--- config.mk ---
export PLATFORM = sky130hd
export DESIGN_NAME = burst_wait_gen
export DESIGN_NICKNAME = d
export VERILOG_FILES = /design/src/verilog/wait_gen_pkg.sv /design/src/verilog/addr_watch.sv /design/src/verilog/burst_wait_gen.sv
export VERILOG_INCLUDE_DIRS = /design/src /design/src/verilog
export SDC_FILE = /design/constraint.sdc
export NUM_CORES = 1
export LEC_CHECK = 0
export BUFFER_PORTS_ARGS = -buffer_cell sky130_fd_sc_hd__buf_2
export CAP_MARGIN = 20
export CORE_MARGIN = 2
export CORE_UTILIZATION = 30
export DETAILED_ROUTE_END_ITERATION = 10
export PLACE_DENSITY = 0.54
export SLEW_MARGIN = 30
export SYNTH_ARGS = -nofsm -noshare
export SYNTH_HDL_FRONTEND = slang
export SYNTH_SLANG_ARGS = --single-unit
--- constraint.sdc ---
create_clock -name mclk -period 3.7 [get_ports mclk]
set_input_delay 0.37 -clock mclk [delete_from_list [all_inputs] [get_ports mclk]]
set_output_delay 0.37 -clock mclk [all_outputs]
set_load 0.05 [all_outputs]
--- src/verilog/wait_gen_map.svh ---
`ifndef WAIT_GEN_MAP_SVH
`define WAIT_GEN_MAP_SVH

// widths
`define ADDR_W 4
`define CNT_W 4
`define MODE_W 2
`define STAGE_N 8
`define TAP_W 3

// watched address bits: a1..a3 always, a0 only in byte-wide bus mode
`define ADDR_LOW_BIT 0
`define ADDR_WORD_MASK 4'he
`define ADDR_BYTE_MASK 4'hf

// wait length
`define WAIT_COUNT_DEFAULT 4'h6
`define COUNT_ZERO 4'h0
`define COUNT_ONE 4'h1

// wait mode encodings on the wait_mode input
`define MODE_REG 2'h0
`define MODE_COMB 2'h1
`define MODE_ONESHOT 2'h2

// timing
`define CLK_PERIOD_NS 40
`define WAIT_SETUP_NS 34
`define STROBE_DELAY_NS 17
`define INV_CLK_MAX_MHZ 45
// least time: round up, at least one cycle
`define WAIT_SETUP_CYC \
    (((`WAIT_SETUP_NS + `CLK_PERIOD_NS - 1) / `CLK_PERIOD_NS) < 1 ? 1 : \
    ((`WAIT_SETUP_NS + `CLK_PERIOD_NS - 1) / `CLK_PERIOD_NS))
`define STROBE_DELAY_CYC \
    (((`STROBE_DELAY_NS + `CLK_PERIOD_NS - 1) / `CLK_PERIOD_NS) < 1 ? 1 : \
    ((`STROBE_DELAY_NS + `CLK_PERIOD_NS - 1) / `CLK_PERIOD_NS))

`endif

--- src/verilog/wait_gen_pkg.sv ---
`include "wait_gen_map.svh"

package wait_gen_pkg;

    typedef enum logic [1:0] {
        WM_REG,
        WM_COMB,
        WM_ONESHOT,
        WM_SPARE
    } wait_mode_e;

    typedef enum logic [1:0] {
        PH_IDLE,
        PH_COUNTING,
        PH_DONE
    } phase_e;

    typedef logic [`CNT_W-1:0] count_t;
    typedef logic [`ADDR_W-1:0] addr_t;

    typedef struct packed {
        addr_t held;
    } watch_s;

    typedef struct packed {
        count_t count;
        logic wait_reg;
        logic eq_prev;
        logic strobe_prev;
        logic busy;
        logic retrig;
        logic done_pulse;
        logic abandon;
        count_t seq_len;
        phase_e phase;
    } gen_s;

endpackage
--- src/verilog/addr_watch.sv ---
`timescale 1ns/10ps
`include "wait_gen_map.svh"

module addr_watch (
    input wire logic mclk, // processor oscillator clock
    input wire logic rstn, // synchronous reset, active low
    input wire logic [`ADDR_W-1:0] addr, // non-multiplexed low address lines
    input wire logic byte_bus_mode, // 1: byte-wide data bus, watch a0 too
    input wire logic addr_latch_open, // latch transparent while high
    output logic [`ADDR_W-1:0] latched_addr, // address seen through the latch
    output logic addr_equal // watched bits match the latched value
);
    wait_gen_pkg::watch_s s_q;
    wait_gen_pkg::watch_s s_d;
    logic [`ADDR_W-1:0] watch_mask;
    logic [`ADDR_W-1:0] bit_diff;

    // transparent latch modelled as a bypass mux plus a holding register
    assign latched_addr = addr_latch_open ? addr : s_q.held;
    assign watch_mask = byte_bus_mode ? `ADDR_BYTE_MASK : `ADDR_WORD_MASK;

    genvar i;
    generate
        for (i = 0; i < `ADDR_W; i = i + 1) begin : g_cmp
            assign bit_diff[i] = watch_mask[i] & (addr[i] ^ latched_addr[i]);
        end
    endgenerate

    assign addr_equal = ~|bit_diff;

    always_comb begin
        s_d = s_q;
        if (addr_latch_open) begin
            s_d.held = addr;
        end
    end

    always_ff @(posedge mclk) begin
        if (!rstn) begin
            s_q <= '0;
        end else begin
            s_q <= s_d;
        end
    end

endmodule

--- src/verilog/burst_wait_gen.sv ---
`timescale 1ns/10ps
`include "wait_gen_map.svh"

// Function
// - watch a1-a3, plus a0 in byte mode
// - address change after wait restarts sequence
// - wait from select and strobe until count
// - no strobe holds counter cleared
// - latch open at zero count, else holds
// - first stage sets one clock after strobe
// - retrigger on reads only, writes single sequence
// - four-bit up counter times the wait
// - wait length configurable, default six
// - no chip select, no wait
// - never wait without a strobe
// - one-shot fires on address-equal rising edge
// - wait taken from a register, glitch free
// - short strobes need wait 34ns early
// - earlier wait option for short strobes
// - raise wait only after strobe falls
// - combinational wait option

module burst_wait_gen (
    input wire logic mclk, // processor oscillator clock
    input wire logic rstn, // synchronous reset, active low
    input wire logic chip_select_n, // device select, active low
    input wire logic code_read_strobe_n, // code read strobe, active low
    input wire logic data_read_strobe_n, // data read strobe, active low
    input wire logic write_low_byte_strobe_n, // low byte write strobe, active low
    input wire logic write_high_byte_strobe_n, // high byte write strobe, active low
    input wire logic [`ADDR_W-1:0] addr, // low address lines a0..a3
    input wire logic byte_bus_mode, // 1: byte-wide data bus
    input wire logic [`CNT_W-1:0] wait_clock_count, // wait clocks per sequence
    input wire logic [`MODE_W-1:0] wait_mode, // 0 reg, 1 comb, 2 one-shot
    input wire logic stage_tap_en, // end on a shift-stage tap instead
    input wire logic [`TAP_W-1:0] stage_tap, // selected stage when tapping
    output logic wait_out, // wait request to the processor, high active
    output logic first_count_stage, // first counter stage set
    output logic addr_latch_open, // address latch transparent
    output logic [`CNT_W-1:0] count_value, // current wait count
    output logic [`STAGE_N-1:0] stage_view, // shift-register style stages
    output logic busy, // sequence in progress
    output logic retrigger, // burst address change seen, pulse
    output logic sequence_done, // wait sequence completed, pulse
    output logic abandoned, // strobe released before wait ended, pulse
    output logic [`CNT_W-1:0] last_seq_len // wait clocks of the last sequence
);
    wait_gen_pkg::gen_s s_q;
    wait_gen_pkg::gen_s s_d;
    wait_gen_pkg::wait_mode_e mode;
    wait_gen_pkg::count_t target;
    wait_gen_pkg::count_t tap_count;
    logic strobe_any;
    logic read_strobe;
    logic active;
    logic addr_equal;
    logic eq_gated;
    logic eq_rise;
    logic addr_changed;
    logic reached_q;
    logic reached_d;
    logic wait_comb;
    logic [`ADDR_W-1:0] latched_addr;

    assign mode = wait_gen_pkg::wait_mode_e'(wait_mode);

    assign strobe_any = ~(code_read_strobe_n & data_read_strobe_n &
        write_low_byte_strobe_n & write_high_byte_strobe_n);
    assign read_strobe = ~code_read_strobe_n | ~data_read_strobe_n;
    assign active = strobe_any & ~chip_select_n;

    // a tap on stage k ends the wait once k+1 ones are shifted in
    assign tap_count = `CNT_W'({1'b0, stage_tap} + `CNT_W'(1));
    assign target = stage_tap_en ? tap_count : wait_clock_count;

    assign addr_latch_open = (s_q.count == `COUNT_ZERO);

    addr_watch u_watch (
        .mclk(mclk),
        .rstn(rstn),
        .addr(addr),
        .byte_bus_mode(byte_bus_mode),
        .addr_latch_open(addr_latch_open),
        .latched_addr(latched_addr),
        .addr_equal(addr_equal)
    );

    assign eq_gated = active & addr_equal;
    assign eq_rise = eq_gated & ~s_q.eq_prev;
    // burst: read held low, latch closed, and a watched line moved
    assign addr_changed = active & read_strobe & ~addr_latch_open & ~addr_equal;

    assign reached_q = (s_q.count >= target);
    assign reached_d = (s_d.count >= target);

    genvar k;
    generate
        for (k = 0; k < `STAGE_N; k = k + 1) begin : g_stage
            assign stage_view[k] = (s_q.count > `CNT_W'(k));
        end
    endgenerate

    // combinational path follows the strobe at once, at the cost of glitch risk
    assign wait_comb = active & (~reached_q | addr_changed);

    always_comb begin
        s_d = s_q;
        s_d.eq_prev = eq_gated;
        s_d.strobe_prev = active;
        s_d.retrig = 1'b0;
        s_d.done_pulse = 1'b0;
        s_d.abandon = 1'b0;
        if (!active) begin
            s_d.count = `COUNT_ZERO;
            s_d.phase = wait_gen_pkg::PH_IDLE;
            if (s_q.phase == wait_gen_pkg::PH_COUNTING) begin
                s_d.abandon = 1'b1;
            end
        end else if (addr_changed) begin
            // reopen the latch at the next edge; the edge after that captures the new address
            s_d.count = `COUNT_ZERO;
            s_d.retrig = 1'b1;
            s_d.phase = wait_gen_pkg::PH_COUNTING;
        end else begin
            case (mode)
                wait_gen_pkg::WM_ONESHOT: begin
                    if (s_q.count == `COUNT_ZERO) begin
                        if (eq_rise) begin
                            s_d.count = `COUNT_ONE;
                        end
                    end else if (!reached_q) begin
                        s_d.count = `CNT_W'(s_q.count + `COUNT_ONE);
                    end
                end
                default: begin
                    if (!reached_q) begin
                        s_d.count = `CNT_W'(s_q.count + `COUNT_ONE);
                    end
                    // else hold the count so the wait stays low
                end
            endcase
            case (s_q.phase)
                wait_gen_pkg::PH_IDLE: begin
                    s_d.phase = wait_gen_pkg::PH_COUNTING;
                end
                wait_gen_pkg::PH_COUNTING: begin
                    if (reached_d) begin
                        s_d.phase = wait_gen_pkg::PH_DONE;
                        s_d.done_pulse = 1'b1;
                        s_d.seq_len = s_d.count;
                    end
                end
                wait_gen_pkg::PH_DONE: begin
                    s_d.phase = wait_gen_pkg::PH_DONE;
                end
                default: begin
                    s_d.phase = wait_gen_pkg::PH_IDLE;
                end
            endcase
        end
        // registered wait rises one edge after the strobe, so after it fell
        s_d.wait_reg = active & ~addr_changed & ~reached_d;
        if (addr_changed) begin
            s_d.wait_reg = 1'b1;
        end
        s_d.busy = active & ~reached_d;
    end

    always_ff @(posedge mclk) begin
        if (!rstn) begin
            s_q <= '0;
        end else begin
            s_q <= s_d;
        end
    end

    // registered wait lands a clock late on one-clock strobes; the
    // combinational mode meets the early deadline instead
    always_comb begin
        case (mode)
            wait_gen_pkg::WM_COMB: wait_out = wait_comb;
            default: wait_out = s_q.wait_reg & active;
        endcase
    end

    assign first_count_stage = (s_q.count != `COUNT_ZERO);
    assign count_value = s_q.count;
    assign busy = s_q.busy;
    assign retrigger = s_q.retrig;
    assign sequence_done = s_q.done_pulse;
    assign abandoned = s_q.abandon;
    assign last_seq_len = s_q.seq_len;

endmodule

==> results of run 1 <==
## logic make-up (layout without fill, tap and decap cells)
logic type | Yosys count | count (layout) | share of synthesized area, %
compound gates | 40 | 40 | 22.0
xor+xnor | 5 | 5 | 3.10
fa+ha+maj | 15 | 15 | 13.3
buf+inv | 24 | 72 | 9.38
flops | 20 | 20 | 28.3
mux | 8 | 8 | 5.66
simple gates | 53 | 53 | 18.2
## worst register-to-register path, cell delays in order, from the launching register on
cell and delay, ns:
dfxtp_1 0.33, inv_1 0.10, ha_1 0.31, or3b_4 0.40, a21o_4 0.22, a211oi_4 0.27
o22a_1 0.19, nand2_1 0.06, ha_1 0.28, nand2b_1 0.16, a2111oi_2 0.40, nor2_1 0.11
and3_1 0.28, a211oi_2 0.22
## registers in the layout, indices dropped and copies added, names as in the netlist
name and flops:
s_q 4, last_seq_len 4, sequence_done 1, u_watch.s_q 4, abandoned 1, count_value 4, retrigger 1, busy 1
## path summary, 6_finish.rpt
check / start / endpoint / slack [ns] / cells after the start
max: stage_tap[0] / last_seq_len[1] / 0.25 / 15
min: addr[2] / u_watch.s_q[2] / 0.37 / 3
max reg2reg: count_value[0] / last_seq_len[1] / 0.29 / 13
min reg2reg: last_seq_len[0] / last_seq_len[0] / 0.46 / 2
## routing by layer
layer / up-vias / wire, um / global-route usage, % / share of wire [%]
li1: 668 / - / - / -
met5: - / 0 / 0 / 0
met2: 25 / 1420 / 20.2 / 45
met1: 581 / 1590 / 17.9 / 51
met4: 0 / 27 / 3.09 / 0.86
met3: 2 / 102 / 3.04 / 3.2
## power groups by stage
stage | logic (mW) | clock network, mW | registers [mW]
after floorplan | 0.121 | 0 | 0.243
after global placement | 0.182 | 0 | 0.237
after detailed placement | 0.183 | 0 | 0.237
after CTS | 0.184 | 0.169 | 0.232
after global routing | 0.206 | 0.180 | 0.234
final | 0.186 | 0.162 | 0.232
## repair_timing
| action | 4_1_cts | 5_1_grt |
|---|---|---|
| hold buffers | 0 | 0 |
| resized for setup | 0 | 2 |
| hold endpoints to repair | 0 | 0 |
| endpoints found under the setup margin | 0 | 7 |
## layout make-up
class	count	area [sq um]
inverters	11	41.3
well taps	52	65.1
repair buffers	57	318
fillers	456	2680
clock buffers	4	55.1
multi-input cells	121	890
flip-flops and latches	20	400
## stage by stage
stage / setup TNS [ns] / util [%] / instances
floorplan: 0 / - / 165
global placement: -0.178 / 38.4 / 261
detailed placement: -0.506 / 38.4 / 261
CTS: 0 / 39.6 / 265
global route: -0.00244 / 39.8 / 265
finish: 0 / 39.8 / 265
## cell usage in the layout, fill, tap and decap left out, types with 2 or more instances in the layout
| cell | n |
|---|---|
| a2111oi_2 | 2 |
| a211oi_1 | 2 |
| a21o_1 | 2 |
| a21oi_1 | 7 |
| a31oi_1 | 2 |
| a41oi_1 | 2 |
| and3_1 | 4 |
| buf_2 | 44 |
| buf_4 | 13 |
| clkbuf_8 | 4 |
| dfxtp_1 | 20 |
| ha_1 | 15 |
| inv_1 | 10 |
| mux2i_1 | 7 |
| nand2_1 | 17 |
| nand2b_1 | 5 |
| nand3_1 | 2 |
| nor2_1 | 14 |
| nor2b_1 | 2 |
| nor3_1 | 3 |
| o21ai_0 | 10 |
| o31ai_1 | 2 |
| or3b_4 | 2 |
| xor2_1 | 4 |
==> impl_results.md, run 1 <==
* Status: completed
* Critical path startpoint category: primary input
* Maximum clock frequency at 290 MHz
* Critical path's slowest cell: a2111oi_2
* CTS sink cnt at 20
* Final min period at 3.45 ns
* Skew final at 0.00158 ns
* GRT Total Usage at 12.9%
* Fraction of layout cells with a size suffix above 1 at 33.3%
* Largest net degree at the start of global routing at 15
* Clock Path Buffers at 2
* Total Power at 0.580 mW
* Die Y at 72.7 um
* MaxCap Viol Count at 0
* Rows at 24
* # Post-CTS Setup Buffers at 0
* Setup crit end kind: register
* Sw Pwr at 0.183 mW
* Worst Path Buf+Inv at 1
* Max-slew headroom at 73.8%
* Leakage power total at 0.899 nW
* Async set-or-reset flop fraction in the synthesized netlist at 0%
* Drc violations at 0
* Top-count cell post-synth: dfxtp_1
* CP dominant cell by count: ha_1
* Cell area after synthesis at 1410 sq um
* Initial antenna violation count at 0
* Internal at 0.397 mW
* Pre-CTS WS at -0.107 ns
* DPL Wire Length at 2.61 mm
* Net Sw Frac at 31.6%
* Main synth FF type: dfxtp_1
* Insertion delay to the later sink of the worst-skew pair at 0.25 ns
* TritonCTS clock tree: yes
* DR WL/cell at 11.8 um
* Worst-margin pin slew at 0.389 ns
* Comb power frac at 32.0%
* Commonest cells in the netlist: dfxtp_1, nand2_1, ha_1
* CP required at 3.88 ns
* Die Span X at 72.7 um
* Placed cell areas at 1710 sq um
* Layout Nets at 251
* Clock Pin Slew Worst Setup and Hold Paths at 0.07 ns
* Clock power share at 27.9%
* Netlist cell types at 43
* PwrDens at 328 nW/um^2
* GP Congestion at 0.799
* Flop pwr share at 40.1%
* Area Overhead vs Synth at 25.1%
* Critical Path, Cell by Cell: buf_2, ha_1, mux2i_2, ha_1, o21a_1, a21o_4, a211oi_4, o22a_1, nand2_1, ha_1, nand2b_1, a2111oi_2, nor2_1, and3_1, a211oi_2
* Worst hold slack at 0.374 ns
* DR iter-0 viols at 56
* Worst hold path class: in -> reg
* Post-synth top area share at 28.3%
* Seq cells post-synth at 20
* Critical Setup Path Class: in -> reg
* Initial core utilization at 31.8%
* # diodes at 0
* Cells after Synth at 165
* Io pins at 45
* Post-synthesis sequential area ratio at 28.3%
* Fin crit share at 93.3%
* DR pass1 iterations at 4
* Vias in the first global route at 1,176
* # setup viols final at 0
* CTS buffer count at 3
* Antenna viol nets, final at 0
* CP max FO at 5
* Design area at 1770 sq um
* Vias per cell at 4.82
* Total grt overflow at 0
* Setup WS post-layout at 0.248 ns
* Detailed Route WL at 3.14 mm
* Slew Limit Fails at 0
* Synth Warn # at 0
* Crit path largest cell delay at 0.40 ns
* H-tree depth at 1
* Via count at 1,276
* Crit-path leading delay family: compound AO/OA/AOI/OAI gates
* WP data arrival at 3.63 ns
* Mean Syn Cell Area at 8.57 sq um
* EDFF count, synth at 0
* Hold Vio Cnt, Final at 0
* Root Driver: clkbuf_8
* Die ar. at 5280 sq um
* I/O Buffers at 44
* Post-Syn Nets at 202
* Core box area at 4440 sq um
* VDD IR-drop max at 179 uV
* Area leader, netlist: dfxtp_1
* Global-route wire length before repair at 5.31 mm
* Synth area leaders: dfxtp_1, ha_1, mux2i_1
Power figures use the tool's default switching activity.
==> inputs of run 2 (changes only) <==
- CORE_MARGIN: 2 -> 4
- REMOVE_ABC_BUFFERS: not set -> 1
==> run 2 against run 1 <==
Net effect: critical path depth unchanged; hold slack got worse by 0.0051 ns; routed wire length rose by 4.9%; die area is 11% higher; non-clock buffer count is 1 lower; cell count decreased by 0.38%; first-iteration DRC count grew 3.6%; clock skew shrank 0.00073 ns; cell area is 0.42% higher; via count decreased by 0.47%; worst setup slack got worse by 0.013 ns.
==> impl_results.md, run 2 (synthesis gave the netlist of run 1 again) <==
* Layout Nets at 250 (-0.40%)
* Die ar. at 5880 sq um (+11%)
* Status: completed
* Insertion delay to the later sink of the worst-skew pair at 0.25 ns (about the same)
* WP data arrival at 3.64 ns (about the same)
* DR WL/cell at 12.5 um (+5.3%)
* Crit-path leading delay family: compound AO/OA/AOI/OAI gates
* Detailed Route WL at 3.30 mm (+4.9%)
* Flop pwr share at 39.8% (-0.3 points)
* Vias in the first global route at 1,174 (-0.17%)
* Clock Pin Slew Worst Setup and Hold Paths at 0.07 ns (about the same)
* CP dominant cell by count: ha_1
* # setup viols final at 0 (unchanged)
* Slew Limit Fails at 0 (unchanged)
* Skew final at 0.000849 ns (-0.000726 ns)
* Hold Vio Cnt, Final at 0 (unchanged)
* Io pins at 45 (unchanged)
* Largest net degree at the start of global routing at 15 (unchanged)
* Worst hold path class: in -> reg
* R2r endpoint: last_seq_len[1]
* Setup crit end kind: register
* MaxCap Viol Count at 0 (unchanged)
* Worst Path Buf+Inv at 1 (unchanged)
* Initial antenna violation count at 0 (unchanged)
* Global-route wire length before repair at 5.35 mm (+0.90%)
* GRT Total Usage at 11.0% (-1.9 points)
* TritonCTS clock tree: yes
* Die Span X at 76.7 um (+5.5%)
* Placed cell areas at 1700 sq um (-0.44%)
* R2R cell count at 13 (unchanged)
* CP endpoint: last_seq_len[1]
* Fin crit share at 93.7% (+0.36 points)
* DPL Wire Length at 2.69 mm (+3.3%)
* # Post-CTS Setup Buffers at 0 (unchanged)
* Drc violations at 0 (unchanged)
* Final min period at 3.47 ns (+0.0134 ns)
* Maximum clock frequency at 289 MHz (-0.39%)
* DR iter-0 viols at 58 (+3.6%)
* Die Y at 76.7 um (+5.5%)
* Initial core utilization at 31.8% (unchanged)
* I/O Buffers at 44 (unchanged)
* Antenna viol nets, final at 0 (unchanged)
* VDD IR-drop max at 207 uV (+16%)
* Worst path depth at 15 (unchanged)
* Via count at 1,270 (-0.47%)
* Rows at 24 (unchanged)
* Design area at 1780 sq um (+0.42%)
* Critical path's slowest cell: a2111oi_4
* Net Sw Frac at 31.7% (+0.050 points)
* Root Driver: clkbuf_8
* Worst-margin pin slew at 0.391 ns (+0.00179 ns)
* Clock power share at 27.8% (about the same)
* Sw Pwr at 0.185 mW (+0.79%)
* Clock Path Buffers at 2 (unchanged)
* Critical path startpoint category: primary input
* Core box area at 4440 sq um (unchanged)
* Vias per cell at 4.81 (about the same)
* RSZ-0062 raised after global routing: false
* Max-slew headroom at 73.6% (-0.19 points)
* Fin util at 40.0% (+0.17 points)
* Fraction of layout cells with a size suffix above 1 at 33.5% (+0.16 points)
* CP required at 3.87 ns (about the same)
* H-tree depth at 1 (unchanged)
* Most frequent cells in the layout: buf_2, dfxtp_1, nand2_1
* Reg-to-Reg Start: count_value[0]
* Critical Path, Cell by Cell: buf_2, ha_1, mux2i_1, ha_1, o21a_1, a21o_4, a211oi_4, o22a_1, nand2_1, ha_1, nand2b_1, a2111oi_4, nor2_1, and3_2, a211oi_2
* R2R setup slack at 0.29 ns (about the same)
* Crit path largest cell delay at 0.36 ns (-0.04 ns)
* # diodes at 0 (unchanged)
* PwrDens at 328 nW/um^2 (+0.21%)
* GP Congestion at 0.809 (+1.4%)
* Leakage power total at 0.898 nW (-0.11%)
* Setup TNS at 0 ns (unchanged)
* CTS buffer count at 3 (unchanged)
* Internal at 0.399 mW (+0.56%)
* Area Overhead vs Synth at 25.7%
* Total Power at 0.584 mW (+0.63%)
* CP max FO at 5 (unchanged)
* DR pass1 iterations at 4 (unchanged)
* Most common cell after layout, fill and taps aside: buf_2
* Total grt overflow at 0 (unchanged)
* Critical Setup Path Class: in -> reg
* Comb power frac at 32.4% (+0.4 points)
* Worst Setup SP: stage_tap[0]
* CTS sink cnt at 20 (unchanged)
[run 2: layout make-up]
type,instances,area [sq um]
clock buffers,4,55.1
multi-input cells,121,905
fillers,458,2670
inverters,11,41.3
flip-flops and latches,20,400
well taps,52,65.1
repair buffers,56,310
[run 2: worst reg2reg max path, delay by kind of cell (launching register included)]
| family | cells | cell delay, ns |
|---|---|---|
| compound gates | 5 | 1.30 |
| simple gates | 5 | 1.01 |
| fa+ha+maj | 2 | 0.59 |
| flops | 1 | 0.33 |
| buf+inv | 1 | 0.10 |
[run 2: routing by layer]
metal | vias to the layer above | part of all wire [%] | global-route usage [%]
met3 | 2 | 5.8 | 2.81
met1 | 570 | 47 | 14.7
li1 | 664 | - | -
met4 | 0 | 0.46 | 2.17
met5 | - | 0 | 0
met2 | 34 | 47 | 17.8
[run 2: power groups by stage]
stage / sequential [mW] / combinational (mW) / clock [mW]
5_1_grt: 0.233 / 0.209 / 0.179
3_3_place_gp: 0.237 / 0.183 / 0
6_report: 0.232 / 0.189 / 0.162
2_1_floorplan: 0.249 / 0.108 / 0
4_1_cts: 0.232 / 0.183 / 0.169
3_5_place_dp: 0.237 / 0.183 / 0
[run 2: metrics by stage]
stage / setup WS [ns] / std cells / hold WS (ns)
after CTS: 0.146 / 264 / 0.364
after detailed placement: -0.0914 / 260 / 0.457
after global routing: 0.000103 / 264 / 0.382
after global placement: -0.0499 / 260 / 0.457
after floorplan: -0.127 / 152 / 0.448
final: 0.234 / 264 / 0.369
[run 2: how the worst min path moves through the flow]
| stage | cells past startpoint | to | startpoint |
|---|---|---|---|
| after detailed placement | 2 | last_seq_len[0] | last_seq_len[0] |
| final | 3 | u_watch.s_q[2] | addr[2] |
| after global routing | 3 | u_watch.s_q[3] | addr[3] |
| after global placement | 2 | last_seq_len[3] | last_seq_len[3] |
| after floorplan | 2 | u_watch.s_q[0] | u_watch.s_q[0] |
| after CTS | 3 | u_watch.s_q[2] | addr[2] |
[run 2: what timing repair did]
item                                    in CTS  in global routing
endpoints found under the setup margin       0                  5
hold buffers                                 0                  0
resized for setup                            0                  4
==> inputs of run 3 (changes only) <==
- CELL_PAD_IN_SITES_DETAIL_PLACEMENT: not set -> 0
- CELL_PAD_IN_SITES_GLOBAL_PLACEMENT: not set -> 1
- PLACE_DENSITY: 0.54 -> 0.69
==> run 3 against run 2 <==
Net effect: via count did not move; global-route usage rose by 0.67 points; clock skew rose by 0.0069 ns; clock-buffer cell count fell by 1; routed wire length rose by 4.8%; utilization rose by 0.39 points; die area did not move; maximum frequency barely moved; sequential share of layout area fell by 0.22 points; highest routed layer unchanged; largest cell class unchanged.
==> impl_results.md, run 3 (synthesis gave the netlist of run 1 again) <==
* Critical Path, Cell by Cell: buf_2, ha_1, mux2i_1, ha_1, o21a_1, a21o_4, a211oi_4, o22a_1, nand2_1, ha_1, nand2b_1, a2111oi_2, nor2_1, and3_1, a211oi_2
* Internal at 0.447 mW (+12%)
* H-tree depth at 1 (unchanged)
* Initial core utilization at 31.8% (unchanged)
* Initial antenna violation count at 0 (unchanged)
* Antenna viol nets, final at 0 (unchanged)
* Worst-margin pin slew at 0.371 ns (-0.0198 ns)
* DR WL/cell at 13.0 um (+4.0%)
* Comb power frac at 29.4% (-3.0 points)
* MaxCap Viol Count at 0 (unchanged)
* Most common cell after layout, fill and taps aside: buf_2
* Cts hold-fix bufs at 0 (unchanged)
* Layout Nets at 252 (+0.80%)
* Io pins at 45 (unchanged)
* DP Cell Count at 262 (+0.77%)
* # setup viols final at 0 (unchanged)
* Fin cells at 266 (+0.76%)
* TritonCTS clock tree: yes
* Fillers at 469 (+2.4%)
* Flop pwr share at 36.3% (-3.5 points)
* # Post-CTS Setup Buffers at 0 (unchanged)
* Root Driver: clkbuf_8
* Vias in the first global route at 1,257 (+7.1%)
* Drc violations at 0 (unchanged)
* Pre-CTS WS at -0.0851 ns (+0.00625 ns)
* Most frequent cells in the layout: buf_2, dfxtp_1, nand2_1
* Post-CTS sizing at 0 (unchanged)
* CP max FO at 5 (unchanged)
* Die Span X at 76.7 um (unchanged)
* RSZ-0062 raised after global routing: false
* Global-route wire length before repair at 5.71 mm (+6.7%)
* Final min period at 3.46 ns (-0.00130 ns)
* Detailed Route WL at 3.45 mm (+4.8%)
* CTS sink cnt at 20 (unchanged)
* VDD IR-drop max at 188 uV (-9.5%)
* Sw Pwr at 0.191 mW (+3.5%)
* Fraction of layout cells with a size suffix above 1 at 33.6% (+0.15 points)
* Setup TNS at 0 ns (unchanged)
* DR pass1 iterations at 4 (unchanged)
* Worst Path Buf+Inv at 1 (unchanged)
* Worst hold path class: in -> reg
* GRT Total Usage at 11.6% (+0.67 points)
* Critical path's slowest cell: a2111oi_2
* CP dominant cell by count: ha_1
* Crit path largest cell delay at 0.38 ns (+0.02 ns)
* WP data arrival at 3.66 ns (+0.02 ns)
* Status: completed
* Sequential Area at 400 sq um (unchanged)
* # diodes at 0 (unchanged)
* Slew Limit Fails at 0 (unchanged)
* PwrDens at 356 nW/um^2 (+8.3%)
* Die ar. at 5880 sq um (unchanged)
* Insertion delay to the later sink of the worst-skew pair at 0.26 ns (about the same)
* Max-slew headroom at 74.9% (+1.3 points)
* Clock Pin Slew Worst Setup and Hold Paths at 0.08 ns (about the same)
* Skew final at 0.00771 ns (+0.00686 ns)
* Critical path startpoint category: primary input
* Largest net degree at the start of global routing at 14 (-1)
* Maximum clock frequency at 289 MHz (about the same)
* Worst hold slack at 0.361 ns (-0.00798 ns)
* I/O Buffers at 44 (unchanged)
* Critical Setup Path Class: in -> reg
* Net Sw Frac at 30.0% (-1.7 points)
* Core box area at 4440 sq um (unchanged)
* Rows at 24 (unchanged)
* Die Y at 76.7 um (unchanged)
* Area Overhead vs Synth at 26.9%
* CTS buffer count at 3 (unchanged)
* CP required at 3.89 ns (+0.02 ns)
* Setup crit end kind: register
* Fin crit share at 93.6% (about the same)
* Vias per cell at 4.77 (-0.75%)
* Setup WS post-layout at 0.236 ns (+0.00130 ns)
* Clock power share at 34.3% (+6.5 points)
* GP Congestion at 0.720 (-11%)
* Leakage power total at 0.914 nW (+1.8%)
* Hold Vio Cnt, Final at 0 (unchanged)
* Via count at 1,270 (unchanged)
* Area of the multi-input gates at 891 sq um (-1.5%)
* Crit-path leading delay family: compound AO/OA/AOI/OAI gates
* DR iter-0 viols at 37 (-36%)
* Total grt overflow at 0 (unchanged)
* Clock Path Buffers at 2 (unchanged)
* DPL Wire Length at 2.89 mm (+7.2%)
[run 3: cell types whose count changed in the layout (fill, tap and decap cells not counted)]
cell       before  now
bufinv_16       0    1
a2111oi_4       1    0
and3_1          3    4
and3_2          1    0
buf_4          12   14
clkbuf_8        4    3
a2111oi_2       1    2
[run 3: metal layers]
layer	up-vias	wire [um]	GRT usage [%]
met5	-	0	0
li1	669	-	-
met4	0	17	3.26
met3	2	94	1.99
met1	579	1590	14.4
met2	20	1750	20.7
[run 3: final timing paths]
check | end | cells after the start | slack [ns] | startpoint
setup / recovery | last_seq_len[1] | 15 | 0.24 | stage_tap[0]
setup reg to reg | last_seq_len[1] | 13 | 0.31 | count_value[0]
hold / removal | u_watch.s_q[1] | 3 | 0.36 | addr[1]
hold reg to reg | last_seq_len[3] | 2 | 0.46 | last_seq_len[3]
[run 3: layout make-up]
| type | instances | area share (%) |
|---|---|---|
| tap | 52 | 3.63 |
| clock inverter | 1 | 1.67 |
| inverter | 11 | 2.30 |
| clock buffer | 3 | 2.30 |
| timing repair buffer | 58 | 18.1 |
| sequential | 20 | 22.3 |
| multi-input combinational | 121 | 49.7 |
[run 3: power by group through the flow]
stage / clock network (mW) / logic (mW) / registers [mW]
final: 0.219 / 0.187 / 0.232
after CTS: 0.226 / 0.187 / 0.232
after detailed placement: 0 / 0.186 / 0.237
after global placement: 0 / 0.185 / 0.237
after floorplan: 0 / 0.108 / 0.249
after global routing: 0.235 / 0.207 / 0.234
[run 3: per-stage QoR]
step	util, %	area, sq um	total power [mW]
2_1_floorplan	-	1320	0.358
3_3_place_gp	38.5	1710	0.423
3_5_place_dp	38.5	1710	0.423
4_1_cts	40.1	1780	0.645
5_1_grt	40.4	1790	0.675
6_report	40.4	1790	0.639
[run 3: worst register-to-register path: stages (launching register included)]
cell and delay (ns):
dfxtp_1 0.33, inv_1 0.09, ha_1 0.31, or3b_4 0.40, a21o_4 0.22, a211oi_4 0.28, o22a_1 0.20, nand2_1 0.06
ha_1 0.28, nand2b_1 0.15, a2111oi_2 0.38, nor2_1 0.11, and3_1 0.28, a211oi_2 0.23
